### src/rtl/blfs_pkg.sv
// Purpose: shared constants of the ballast lamp fault supervisor
// Assumes: 25 MHz system clock
// Notes: times are held in their printed unit, cycle counts derive from them
`default_nettype none
package blfs_pkg;
  localparam int CLK_NS = 40;
  localparam int CLK_MHZ = 25;
  // fault filters and retry delay
  localparam int T_FILTER_NS = 620000;
  localparam int FILTER_CYC = T_FILTER_NS / CLK_NS;
  localparam int T_RETRY_US = 200000;
  localparam int RETRY_CYC = T_RETRY_US * CLK_MHZ;
  localparam int T_DC_FILTER_US = 2500000;
  localparam int DC_FILTER_CYC = T_DC_FILTER_US * CLK_MHZ;
  // preheat quantisation: full range split into equal steps
  localparam int PH_STEPS = 127;
  localparam int T_PH_MAX_US = 2500000;
  localparam int PH_STEP_CYC = (T_PH_MAX_US * CLK_MHZ) / PH_STEPS;
  // dead time: least rounds up, longest rounds down
  localparam int T_DT_MIN_NS = 1250;
  localparam int T_DT_MAX_NS = 2500;
  localparam logic [6:0] DT_MIN_CYC = 7'((T_DT_MIN_NS + CLK_NS - 1) / CLK_NS);
  localparam logic [6:0] DT_MAX_CYC = 7'(T_DT_MAX_NS / CLK_NS);
  // wishbone register map, byte addresses
  localparam logic [7:0] ADR_CTRL = 8'h00;
  localparam logic [7:0] ADR_STATUS = 8'h04;
  localparam logic [7:0] ADR_PREHEAT = 8'h08;
  localparam logic [7:0] ADR_FAULT = 8'h0C;
  localparam int CTRL_RUN_EN_BIT = 0;
  localparam logic CTRL_RESET = 1'b0;
  localparam logic [6:0] PREHEAT_RESET = 7'h00;
  // source current selection codes
  typedef enum logic [2:0] {
    BLFS_SRC_OFF = 3'h0,
    BLFS_SRC_NORMAL = 3'h1,
    BLFS_SRC_REDUCED = 3'h2,
    BLFS_SRC_HS_OPEN_HIGH = 3'h3,
    BLFS_SRC_HS_OPEN_LOW = 3'h4
  } blfs_src_t;
  typedef enum logic [3:0] {
    BLFS_ST_DETECT = 4'h1,
    BLFS_ST_RUN = 4'h2,
    BLFS_ST_PDOWN = 4'h4,
    BLFS_ST_LATCH = 4'h8
  } blfs_state_t;
endpackage : blfs_pkg
`default_nettype wire

### src/rtl/blfs_sync.sv
// Purpose: two-flop synchroniser for comparator levels
// Assumes: inputs are quasi-static levels
// Notes: first stage is read by the second stage only
`default_nettype none
module blfs_sync #(
  parameter int W = 1
) (
  input wire logic clk_i,
  input wire logic rst_n_i,
  input wire logic [W-1:0] d_i,
  output logic [W-1:0] q_o
);
  logic [W-1:0] meta_reg;

  always_ff @(posedge clk_i or negedge rst_n_i) begin
    if (!rst_n_i) begin
      meta_reg <= '0;
      q_o <= '0;
    end else begin
      meta_reg <= d_i;
      q_o <= meta_reg;
    end
  end
endmodule : blfs_sync
`default_nettype wire

### src/rtl/blfs_filter.sv
// Purpose: continuous-condition fault filter
// Assumes: limit is at least one
// Notes: trip stays high while the condition holds past the limit
`default_nettype none
module blfs_filter #(
  parameter int W = 32
) (
  input wire logic clk_i,
  input wire logic rst_n_i,
  input wire logic en_i,
  input wire logic clr_i,
  input wire logic cond_i,
  input wire logic [W-1:0] limit_i,
  output logic trip_o
);
  logic [W-1:0] cnt_reg;

  always_ff @(posedge clk_i or negedge rst_n_i) begin
    if (!rst_n_i) begin
      cnt_reg <= '0;
    end else if (en_i) begin
      // any dropout restarts the window
      if (clr_i || !cond_i) begin
        cnt_reg <= '0;
      end else if (cnt_reg != limit_i) begin
        cnt_reg <= cnt_reg + W'(1);
      end
    end
  end

  assign trip_o = cond_i && !clr_i && (cnt_reg == limit_i);
endmodule : blfs_filter
`default_nettype wire

### src/rtl/blfs_top.sv
// Purpose: lamp fault supervision, filament detection, retry sequence and gate gating
// Assumes: comparator levels asynchronous, gate and pfc requests from on-chip clocked logic
// Notes: registers over classic wishbone, one-cycle ack
`default_nettype none
module blfs_top
  import blfs_pkg::*;
#(
  parameter int FILTER_CYCLES = blfs_pkg::FILTER_CYC,
  parameter int RETRY_CYCLES = blfs_pkg::RETRY_CYC,
  parameter int DC_FILTER_CYCLES = blfs_pkg::DC_FILTER_CYC,
  parameter int PH_STEP_CYCLES = blfs_pkg::PH_STEP_CYC
) (
  input wire logic clk_i,
  input wire logic rst_n_i,
  input wire logic clk_en_i,
  input wire logic wb_cyc_i,
  input wire logic wb_stb_i,
  input wire logic wb_we_i,
  input wire logic [7:0] wb_adr_i,
  input wire logic [3:0] wb_sel_i,
  input wire logic [31:0] wb_dat_i,
  output logic [31:0] wb_dat_o,
  output logic wb_ack_o,
  input wire logic vcc_ok_i,
  input wire logic vcc_start_i,
  input wire logic res_upper_i,
  input wire logic res_lower_i,
  input wire logic res_high_i,
  input wire logic res_grounded_i,
  input wire logic [1:0] lamp_sink_current_i,
  input wire logic [1:0] lamp_grounded_i,
  input wire logic [1:0] lamp_ac_over_i,
  input wire logic [1:0] lamp_dc_over_i,
  input wire logic [1:0] lamp_channel_enable_level_i,
  input wire logic high_side_supply_rise_i,
  input wire logic high_side_supply_hold_i,
  input wire logic node_settled_i,
  input wire logic low_gate_req_i,
  input wire logic high_gate_req_i,
  input wire logic discontinuous_conduction_i,
  input wire logic pfc_off_time_i,
  output blfs_pkg::blfs_src_t src_sel_o,
  output logic filament_threshold_lower_o,
  output logic low_gate_drive_o,
  output logic high_gate_drive_o,
  output logic aux_drive_o,
  output logic power_down_o,
  output logic start_permit_o,
  output logic preheat_active_o
);
  import blfs_pkg::*;

  localparam int NSYNC = 19;
  logic [NSYNC-1:0] sync_q;
  logic vcc_ok_s, vcc_start_s, res_upper_s, res_lower_s, res_high_s, res_gnd_s;
  logic [1:0] sink_s, lamp_gnd_s, ac_s, dc_s, lamp_en_s;
  logic hs_rise_s, hs_hold_s, settled_s;

  blfs_sync #(.W(NSYNC)) u_sync (
    .clk_i(clk_i),
    .rst_n_i(rst_n_i),
    .d_i({vcc_ok_i, vcc_start_i, res_upper_i, res_lower_i, res_high_i, res_grounded_i,
          lamp_sink_current_i, lamp_grounded_i, lamp_ac_over_i, lamp_dc_over_i,
          lamp_channel_enable_level_i, high_side_supply_rise_i, high_side_supply_hold_i,
          node_settled_i}),
    .q_o(sync_q)
  );
  assign {vcc_ok_s, vcc_start_s, res_upper_s, res_lower_s, res_high_s, res_gnd_s, sink_s,
          lamp_gnd_s, ac_s, dc_s, lamp_en_s, hs_rise_s, hs_hold_s, settled_s} = sync_q;

  blfs_state_t state_reg;
  logic attempt_reg;
  logic lo_open_reg, hi_open_reg;
  logic [1:0] ch_en_reg;
  logic run_en_reg;
  logic [6:0] ph_steps_reg;
  logic res_fault_reg;
  logic [1:0] ac_fault_reg, dc_fault_reg;
  logic [31:0] retry_cnt_reg;
  logic [6:0] ph_left_reg;
  logic [31:0] ph_cnt_reg;
  logic hs_en_reg;
  logic [6:0] dt_cnt_reg;
  logic ack_reg;
  logic [31:0] rdata_reg;

  logic res_en, in_run, filament_ok, fault, removal, dt_done;
  logic res_trip;
  logic [1:0] ac_trip, dc_trip;

  assign res_en = !res_gnd_s;
  assign in_run = (state_reg == BLFS_ST_RUN);
  assign filament_ok = !lo_open_reg && !hi_open_reg;
  assign start_permit_o = (state_reg == BLFS_ST_DETECT) && vcc_ok_s && vcc_start_s &&
                          filament_ok && run_en_reg;
  // lamp taken out: restart filament opens or an active lamp channel loses its current
  assign removal = (res_en && res_upper_s) || (|(ch_en_reg & ~sink_s));

  blfs_filter #(.W(32)) u_res_filt (
    .clk_i(clk_i),
    .rst_n_i(rst_n_i),
    .en_i(clk_en_i),
    .clr_i(!in_run || !res_en),
    .cond_i(res_high_s),
    .limit_i(32'(FILTER_CYCLES)),
    .trip_o(res_trip)
  );

  for (genvar i = 0; i < 2; i++) begin : g_lamp
    blfs_filter #(.W(32)) u_ac_filt (
      .clk_i(clk_i),
      .rst_n_i(rst_n_i),
      .en_i(clk_en_i),
      .clr_i(!in_run || !ch_en_reg[i]),
      .cond_i(ac_s[i]),
      .limit_i(32'(FILTER_CYCLES)),
      .trip_o(ac_trip[i])
    );
    blfs_filter #(.W(32)) u_dc_filt (
      .clk_i(clk_i),
      .rst_n_i(rst_n_i),
      .en_i(clk_en_i),
      .clr_i(!in_run || !ch_en_reg[i]),
      .cond_i(dc_s[i]),
      .limit_i(32'(DC_FILTER_CYCLES)),
      .trip_o(dc_trip[i])
    );
  end

  assign fault = res_trip || (|ac_trip) || (|dc_trip);

  // supervisor sequence
  always_ff @(posedge clk_i or negedge rst_n_i) begin
    if (!rst_n_i) begin
      state_reg <= BLFS_ST_DETECT;
      attempt_reg <= 1'b0;
      retry_cnt_reg <= '0;
    end else if (clk_en_i) begin
      if (!vcc_ok_s) begin
        state_reg <= BLFS_ST_DETECT;
        attempt_reg <= 1'b0;
        retry_cnt_reg <= '0;
      end else begin
        unique case (state_reg)
          BLFS_ST_DETECT: begin
            if (start_permit_o) begin
              state_reg <= BLFS_ST_RUN;
            end
          end
          BLFS_ST_RUN: begin
            if (fault) begin
              state_reg <= attempt_reg ? BLFS_ST_LATCH : BLFS_ST_PDOWN;
              attempt_reg <= 1'b1;
              retry_cnt_reg <= '0;
            end
          end
          BLFS_ST_PDOWN: begin
            if (retry_cnt_reg == 32'(RETRY_CYCLES - 1)) begin
              state_reg <= BLFS_ST_DETECT;
            end else begin
              retry_cnt_reg <= retry_cnt_reg + 32'h1;
            end
          end
          BLFS_ST_LATCH: begin
            if (removal) begin
              state_reg <= BLFS_ST_DETECT;
              attempt_reg <= 1'b0;
            end
          end
          default: state_reg <= BLFS_ST_DETECT;
        endcase
      end
    end
  end

  // filament detection before start
  always_ff @(posedge clk_i or negedge rst_n_i) begin
    if (!rst_n_i) begin
      lo_open_reg <= 1'b0;
      hi_open_reg <= 1'b0;
    end else if (clk_en_i) begin
      if (!vcc_ok_s || !res_en) begin
        lo_open_reg <= 1'b0;
      end else if (!lo_open_reg && res_upper_s && state_reg == BLFS_ST_DETECT) begin
        lo_open_reg <= 1'b1;
      end else if (lo_open_reg && !res_lower_s) begin
        lo_open_reg <= 1'b0;
      end
      if (!vcc_ok_s) begin
        hi_open_reg <= 1'b0;
      end else if (state_reg == BLFS_ST_DETECT && !vcc_start_s) begin
        hi_open_reg <= (|ch_en_reg) && !(|(ch_en_reg & sink_s));
      end
    end
  end

  // lamp channel enables
  always_ff @(posedge clk_i or negedge rst_n_i) begin
    if (!rst_n_i) begin
      ch_en_reg <= 2'h3;
    end else if (clk_en_i) begin
      for (int i = 0; i < 2; i++) begin
        if (in_run && !ch_en_reg[i] && lamp_en_s[i]) begin
          ch_en_reg[i] <= 1'b1;
        end else if (lamp_gnd_s[i] && !in_run) begin
          ch_en_reg[i] <= 1'b0;
        end else if (!vcc_ok_s) begin
          ch_en_reg[i] <= 1'b1;
        end
      end
    end
  end

  // sticky fault causes; a new trip wins over the clear
  always_ff @(posedge clk_i or negedge rst_n_i) begin
    if (!rst_n_i) begin
      res_fault_reg <= 1'b0;
      ac_fault_reg <= '0;
      dc_fault_reg <= '0;
    end else if (clk_en_i) begin
      if (!vcc_ok_s || (state_reg == BLFS_ST_LATCH && removal)) begin
        res_fault_reg <= 1'b0;
        ac_fault_reg <= '0;
        dc_fault_reg <= '0;
      end
      if (res_trip) begin
        res_fault_reg <= 1'b1;
      end
      if (|ac_trip) begin
        ac_fault_reg <= ac_fault_reg | ac_trip;
      end
      if (|dc_trip) begin
        dc_fault_reg <= dc_fault_reg | dc_trip;
      end
    end
  end

  // preheat timer, loaded on entry to run
  always_ff @(posedge clk_i or negedge rst_n_i) begin
    if (!rst_n_i) begin
      ph_left_reg <= '0;
      ph_cnt_reg <= '0;
    end else if (clk_en_i) begin
      if (start_permit_o) begin
        ph_left_reg <= ph_steps_reg;
        ph_cnt_reg <= '0;
      end else if (!in_run) begin
        ph_left_reg <= '0;
      end else if (ph_left_reg != 7'h00) begin
        if (ph_cnt_reg == 32'(PH_STEP_CYCLES - 1)) begin
          ph_cnt_reg <= '0;
          ph_left_reg <= ph_left_reg - 7'h01;
        end else begin
          ph_cnt_reg <= ph_cnt_reg + 32'h1;
        end
      end
    end
  end
  assign preheat_active_o = in_run && (ph_left_reg != 7'h00);

  // high side supply hysteresis
  always_ff @(posedge clk_i or negedge rst_n_i) begin
    if (!rst_n_i) begin
      hs_en_reg <= 1'b0;
    end else if (clk_en_i) begin
      if (!hs_hold_s) begin
        hs_en_reg <= 1'b0;
      end else if (hs_rise_s) begin
        hs_en_reg <= 1'b1;
      end
    end
  end

  // gate drives with adaptive dead time: end early once the node settles after the minimum
  assign dt_done = (dt_cnt_reg >= DT_MAX_CYC) || (dt_cnt_reg >= DT_MIN_CYC && settled_s);
  always_ff @(posedge clk_i or negedge rst_n_i) begin
    if (!rst_n_i) begin
      low_gate_drive_o <= 1'b0;
      high_gate_drive_o <= 1'b0;
      dt_cnt_reg <= '0;
    end else if (clk_en_i) begin
      if (!vcc_ok_s || !in_run || fault) begin
        low_gate_drive_o <= 1'b0;
        high_gate_drive_o <= 1'b0;
      end else begin
        low_gate_drive_o <= low_gate_req_i && (low_gate_drive_o || (!high_gate_drive_o &&
                            !high_gate_req_i && dt_done));
        high_gate_drive_o <= high_gate_req_i && hs_en_reg && (high_gate_drive_o ||
                             (!low_gate_drive_o && dt_done));
      end
      if (low_gate_drive_o || high_gate_drive_o) begin
        dt_cnt_reg <= '0;
      end else if (dt_cnt_reg != DT_MAX_CYC) begin
        dt_cnt_reg <= dt_cnt_reg + 7'h01;
      end
    end
  end

  assign aux_drive_o = in_run && discontinuous_conduction_i && pfc_off_time_i;
  assign power_down_o = (state_reg == BLFS_ST_PDOWN) || (state_reg == BLFS_ST_LATCH);
  assign filament_threshold_lower_o = lo_open_reg;

  always_comb begin
    if (!vcc_ok_s || !res_en || power_down_o) begin
      src_sel_o = BLFS_SRC_OFF;
    end else if (lo_open_reg) begin
      src_sel_o = hi_open_reg ? BLFS_SRC_HS_OPEN_LOW : BLFS_SRC_REDUCED;
    end else begin
      src_sel_o = hi_open_reg ? BLFS_SRC_HS_OPEN_HIGH : BLFS_SRC_NORMAL;
    end
  end

  // wishbone slave: ack one cycle after the strobe, dropped the cycle after
  always_ff @(posedge clk_i or negedge rst_n_i) begin
    if (!rst_n_i) begin
      ack_reg <= 1'b0;
      rdata_reg <= '0;
      run_en_reg <= CTRL_RESET;
      ph_steps_reg <= PREHEAT_RESET;
    end else if (clk_en_i) begin
      ack_reg <= wb_cyc_i && wb_stb_i && !ack_reg;
      if (wb_cyc_i && wb_stb_i && !ack_reg) begin
        if (wb_we_i && wb_sel_i[0]) begin
          if (wb_adr_i == ADR_CTRL) begin
            run_en_reg <= wb_dat_i[CTRL_RUN_EN_BIT];
          end
          if (wb_adr_i == ADR_PREHEAT) begin
            ph_steps_reg <= wb_dat_i[6:0];
          end
        end
        unique case (wb_adr_i)
          ADR_CTRL: rdata_reg <= {31'h0, run_en_reg};
          ADR_STATUS: rdata_reg <= {16'h0, 4'(state_reg), attempt_reg, lo_open_reg,
                                    hi_open_reg, ch_en_reg, res_en, hs_en_reg,
                                    preheat_active_o, 4'h0};
          ADR_PREHEAT: rdata_reg <= {25'h0, ph_steps_reg};
          ADR_FAULT: rdata_reg <= {27'h0, dc_fault_reg, ac_fault_reg, res_fault_reg};
          default: rdata_reg <= 32'h0;
        endcase
      end
    end
  end
  assign wb_ack_o = ack_reg;
  assign wb_dat_o = rdata_reg;
endmodule : blfs_top
`default_nettype wire

### config.mk
export PLATFORM = sky130hd
export DESIGN_NAME = blfs_top
export DESIGN_NICKNAME = d
export VERILOG_FILES = /design/src/rtl/blfs_pkg.sv /design/src/rtl/blfs_sync.sv /design/src/rtl/blfs_filter.sv /design/src/rtl/blfs_top.sv
export SDC_FILE = /design/constraint.sdc
export NUM_CORES = 1
export LEC_CHECK = 0
export BUFFER_PORTS_ARGS = -buffer_cell sky130_fd_sc_hd__buf_2
export CORE_MARGIN = 2
export CORE_UTILIZATION = 55
export DETAILED_ROUTE_END_ITERATION = 10
export PLACE_DENSITY_LB_ADDON = 0.2
export SETUP_SLACK_MARGIN = 0.05
export SYNTH_ARGS = -nofsm -noshare
export SYNTH_HDL_FRONTEND = slang
export SYNTH_SLANG_ARGS = --single-unit
### constraint.sdc
create_clock -name clk_i -period 6.35 [get_ports clk_i]
set_clock_uncertainty 0.2 [all_clocks]
set_input_delay 0.635 -clock clk_i [delete_from_list [all_inputs] [get_ports clk_i]]
set_output_delay 0.635 -clock clk_i [all_outputs]
set_load 0.02 [all_outputs]
==> results.sh <==
export IMPL_drv_cap=0
export IMPL_power_w=0.00477
export IMPL_nFillCells=2460
export IMPL_die_y_um=176
export IMPL_synth_top_cell_area_share=0.486
export IMPL_clk_pin_slew_worst_paths_ns=0.06
export IMPL_cp_endpoint="retry_cnt_reg[9]"
export IMPL_r2r_end="retry_cnt_reg[9]"
export IMPL_hpwl_mm=24.9
export IMPL_via_per_inst=5.99
export IMPL_path_depth=8
export IMPL_gp_congestion=0.847
export IMPL_grt_overflow=0
export IMPL_power_density_mw_per_mm2=263
export IMPL_crit_start="state_reg[3]"
export IMPL_syn_inst=1736
export IMPL_nNetsFinal=1886
export IMPL_h_tree_depth=2
export IMPL_remaining_drc_errors=0
export IMPL_clkLatencyLatePin_ns=0.51
export IMPL_cp_data_arrival_time_ns=3.79
export IMPL_drt_pass1_iter_count=5
export IMPL_critPathRequiredTime_ns=6.48
export IMPL_async_flop_share=1.00
export IMPL_area_growth_pct=11.8
export IMPL_crit_family="simple AND/OR/NAND/NOR gates"
export IMPL_period_share=0.575
export IMPL_max_slew_margin_rel=0.239
export IMPL_slowest_stage="nor3_2"
export IMPL_dieArea_sq_mm=0.0309
export IMPL_die_x_um=176
export IMPL_avgSynthCellArea_sq_um=9.35
export IMPL_worstPathMaxFanout=32
export IMPL_slew_viol_final=0
export IMPL_cts_path_max_buffers=3
export IMPL_clock_power_share=0.452
export IMPL_initial_core_util=0.563
export IMPL_instances_no_fill=2204
export IMPL_power_switching_share=0.249
export IMPL_r2r_slack_ns=2.70
export IMPL_grt_pass1_vias=12600
export IMPL_rr_worst_depth=8
export IMPL_cp_buffers_inverters=2
export IMPL_n_antenna_cell=0
export IMPL_io_pins=116
export IMPL_worst_pin_slew_ns=1.13
export IMPL_yosys_top_cells_count="dfrtp_1 (315), nor2_1 (199), nand2_1 (137)"
export IMPL_hold_class="in -> reg"
export IMPL_placed_cells=2139
export IMPL_clock_sinks=318
export IMPL_synth_most_common_cell="dfrtp_1"
export IMPL_grt_max_degree=129
export IMPL_setup_viol=0
export IMPL_rows=62
export IMPL_wl_per_cell_um=16.9
export IMPL_synthTopCellsByArea="dfrtp_1 (49%), nor2_1 (4.6%), xnor2_1 (4.3%)"
export IMPL_vias=13200
export IMPL_power_leakage_nw=7.46
export IMPL_cp_common_cell="buf_4"
export IMPL_routed_wl_mm=37.3
export IMPL_finalCriticalPeriod_ns=3.65
export IMPL_ys_warn_count=0
export IMPL_drive_above_1_share=0.109
export IMPL_drtIter0Drc=1099
export IMPL_hold_violations=0
export IMPL_setup_tns_ns=0
export IMPL_clockRootBuffer="clkbuf_16"
export IMPL_comb_power_share=0.089
export IMPL_synth_cell_types=76
export IMPL_p_int_w=0.00359
export IMPL_portBuffers=71
export IMPL_synth_edff_count=0
export IMPL_rsz0062_at_grt="no"
export IMPL_ant_nets=0
export IMPL_status="completed"
export IMPL_netlist_area_sq_mm=0.0162
export IMPL_yosys_area_top_type="dfrtp_1"
export IMPL_crit_chain="nor4b_4 > buf_4 > nand4b_1 > nor3_2 > nor4bb_2 > a211oi_4 > buf_4 > o221ai_1"
export IMPL_track_usage=0.241
export IMPL_cts_resized_gates=0
export IMPL_power_switching_w=0.00119
export IMPL_path_class="reg -> reg"
export IMPL_grt_pass1_wl_mm=61.8
export IMPL_slowest_delay_ns=0.53
export IMPL_reg2reg_from="state_reg[3]"
export IMPL_core_area_sq_mm=0.0289
export IMPL_ir_worst_vdd_v=0.000263
export IMPL_antenna_found_initial=0
export IMPL_yosysSeqAreaShare=0.490
export IMPL_ys_ff_latch=318
export IMPL_power_frac_seq=0.459
export IMPL_tritoncts="built"
export IMPL_startpoint_type="flop"
export IMPL_synth_ff_type="dfrtp_1"
export IMPL_fmax_mhz=274
export IMPL_crit_path_end_kind="flop"
export IMPL_cts_made_buffers=36
==> logic make-up after synthesis <==
family	Yosys count	share of synthesized area
DFF	318	0.490
other	1	0.000231
adders and majority gates	19	0.0146
AOI/OAI and AO/OA	304	0.118
and+or+nand+nor	805	0.261
xor gates and xnor gates	113	0.0610
muxes	21	0.0139
buffers and inverters	155	0.0406
==> repair_timing <==
| action | CTS | global route |
|---|---|---|
| hold buffers | 1 | 0 |
| endpoints found under the hold margin | 79 | 0 |
| buffers inserted | 0 | 0 |
==> routing by layer <==
metal | global-route usage | vias up | part of all wire
li1 | - | 6365 | -
met1 | 0.340 | 6428 | 0.47
met2 | 0.388 | 345 | 0.45
met3 | 0.0307 | 70 | 0.051
met4 | 0.0844 | 0 | 0.029
met5 | 0 | - | 0
==> how the worst min path moves through the flow <==
stage                             from             endpoint  slack [ns]  cells past startpoint
5_1_grt        high_side_supply_hold_i   u_sync.meta_reg[1]        0.01                      1
4_1_cts             lamp_grounded_i[1]  u_sync.meta_reg[10]       0.007                      1
2_1_floorplan       u_sync.meta_reg[0]        u_sync.q_o[0]        0.13                      0
6_report                   vcc_start_i  u_sync.meta_reg[17]        0.03                      1
3_3_place_gp        u_sync.meta_reg[1]        u_sync.q_o[1]        0.13                      0
3_5_place_dp        u_sync.meta_reg[8]        u_sync.q_o[8]        0.13                      0
==> placed cells by master, fill, tap and decap left out, types with 9 or more instances in the layout <==
cell type    n
dfrtp_1    315
nor2_1     199
nand2_1    137
o21ai_0     95
nand3_1     80
xnor2_1     79
a21oi_1     74
nand4_1     71
nor3_1      70
buf_2       70
inv_1       67
nor4_1      50
or3_1       40
a31oi_1     37
clkbuf_16   37
xor2_1      34
and4_1      24
and3_1      23
o31ai_1     23
or4_1       21
and2_1      19
ha_1        19
nor4b_1     18
buf_4       18
conb_1      16
mux2_2      13
nand2b_1    12
a22o_1      12
or2_2       10
clkinv_2     9
==> per-stage QoR <==
step | util | worst slack (ns) | hold WS (ns) | area (sq um)
finish | 0.629 | 2.70 | 0.0299 | 18100
CTS | 0.629 | 2.75 | 0.00671 | 18100
global placement | 0.586 | 2.79 | 0.134 | 16900
detailed placement | 0.586 | 2.76 | 0.135 | 16900
floorplan | - | 3.46 | 0.131 | 16300
global route | 0.629 | 2.50 | 0.0123 | 18100
==> power by group through the flow <==
stage	combinational, W	clock [W]	sequential (W)
global route	0.000474	0.00228	0.00220
finish	0.000423	0.00216	0.00219
detailed placement	0.000424	0	0.00223
floorplan	0.000297	0	0.00219
CTS	0.000426	0.00219	0.00219
global placement	0.000416	0	0.00222
==> area by class of cell <==
class                           instances  area [sq um]  share of cell area
Tap cell                              384           480              0.0265
Clock buffer                           49          1030              0.0568
Inverter                               69           259              0.0143
Sequential cell                       318          7960               0.439
Clock inverter                         15           203              0.0112
Multi-Input combinational cell       1278          7680               0.423
Timing Repair Buffer                   91           531              0.0292
Note: power is estimated with default switching activity, not from simulation.
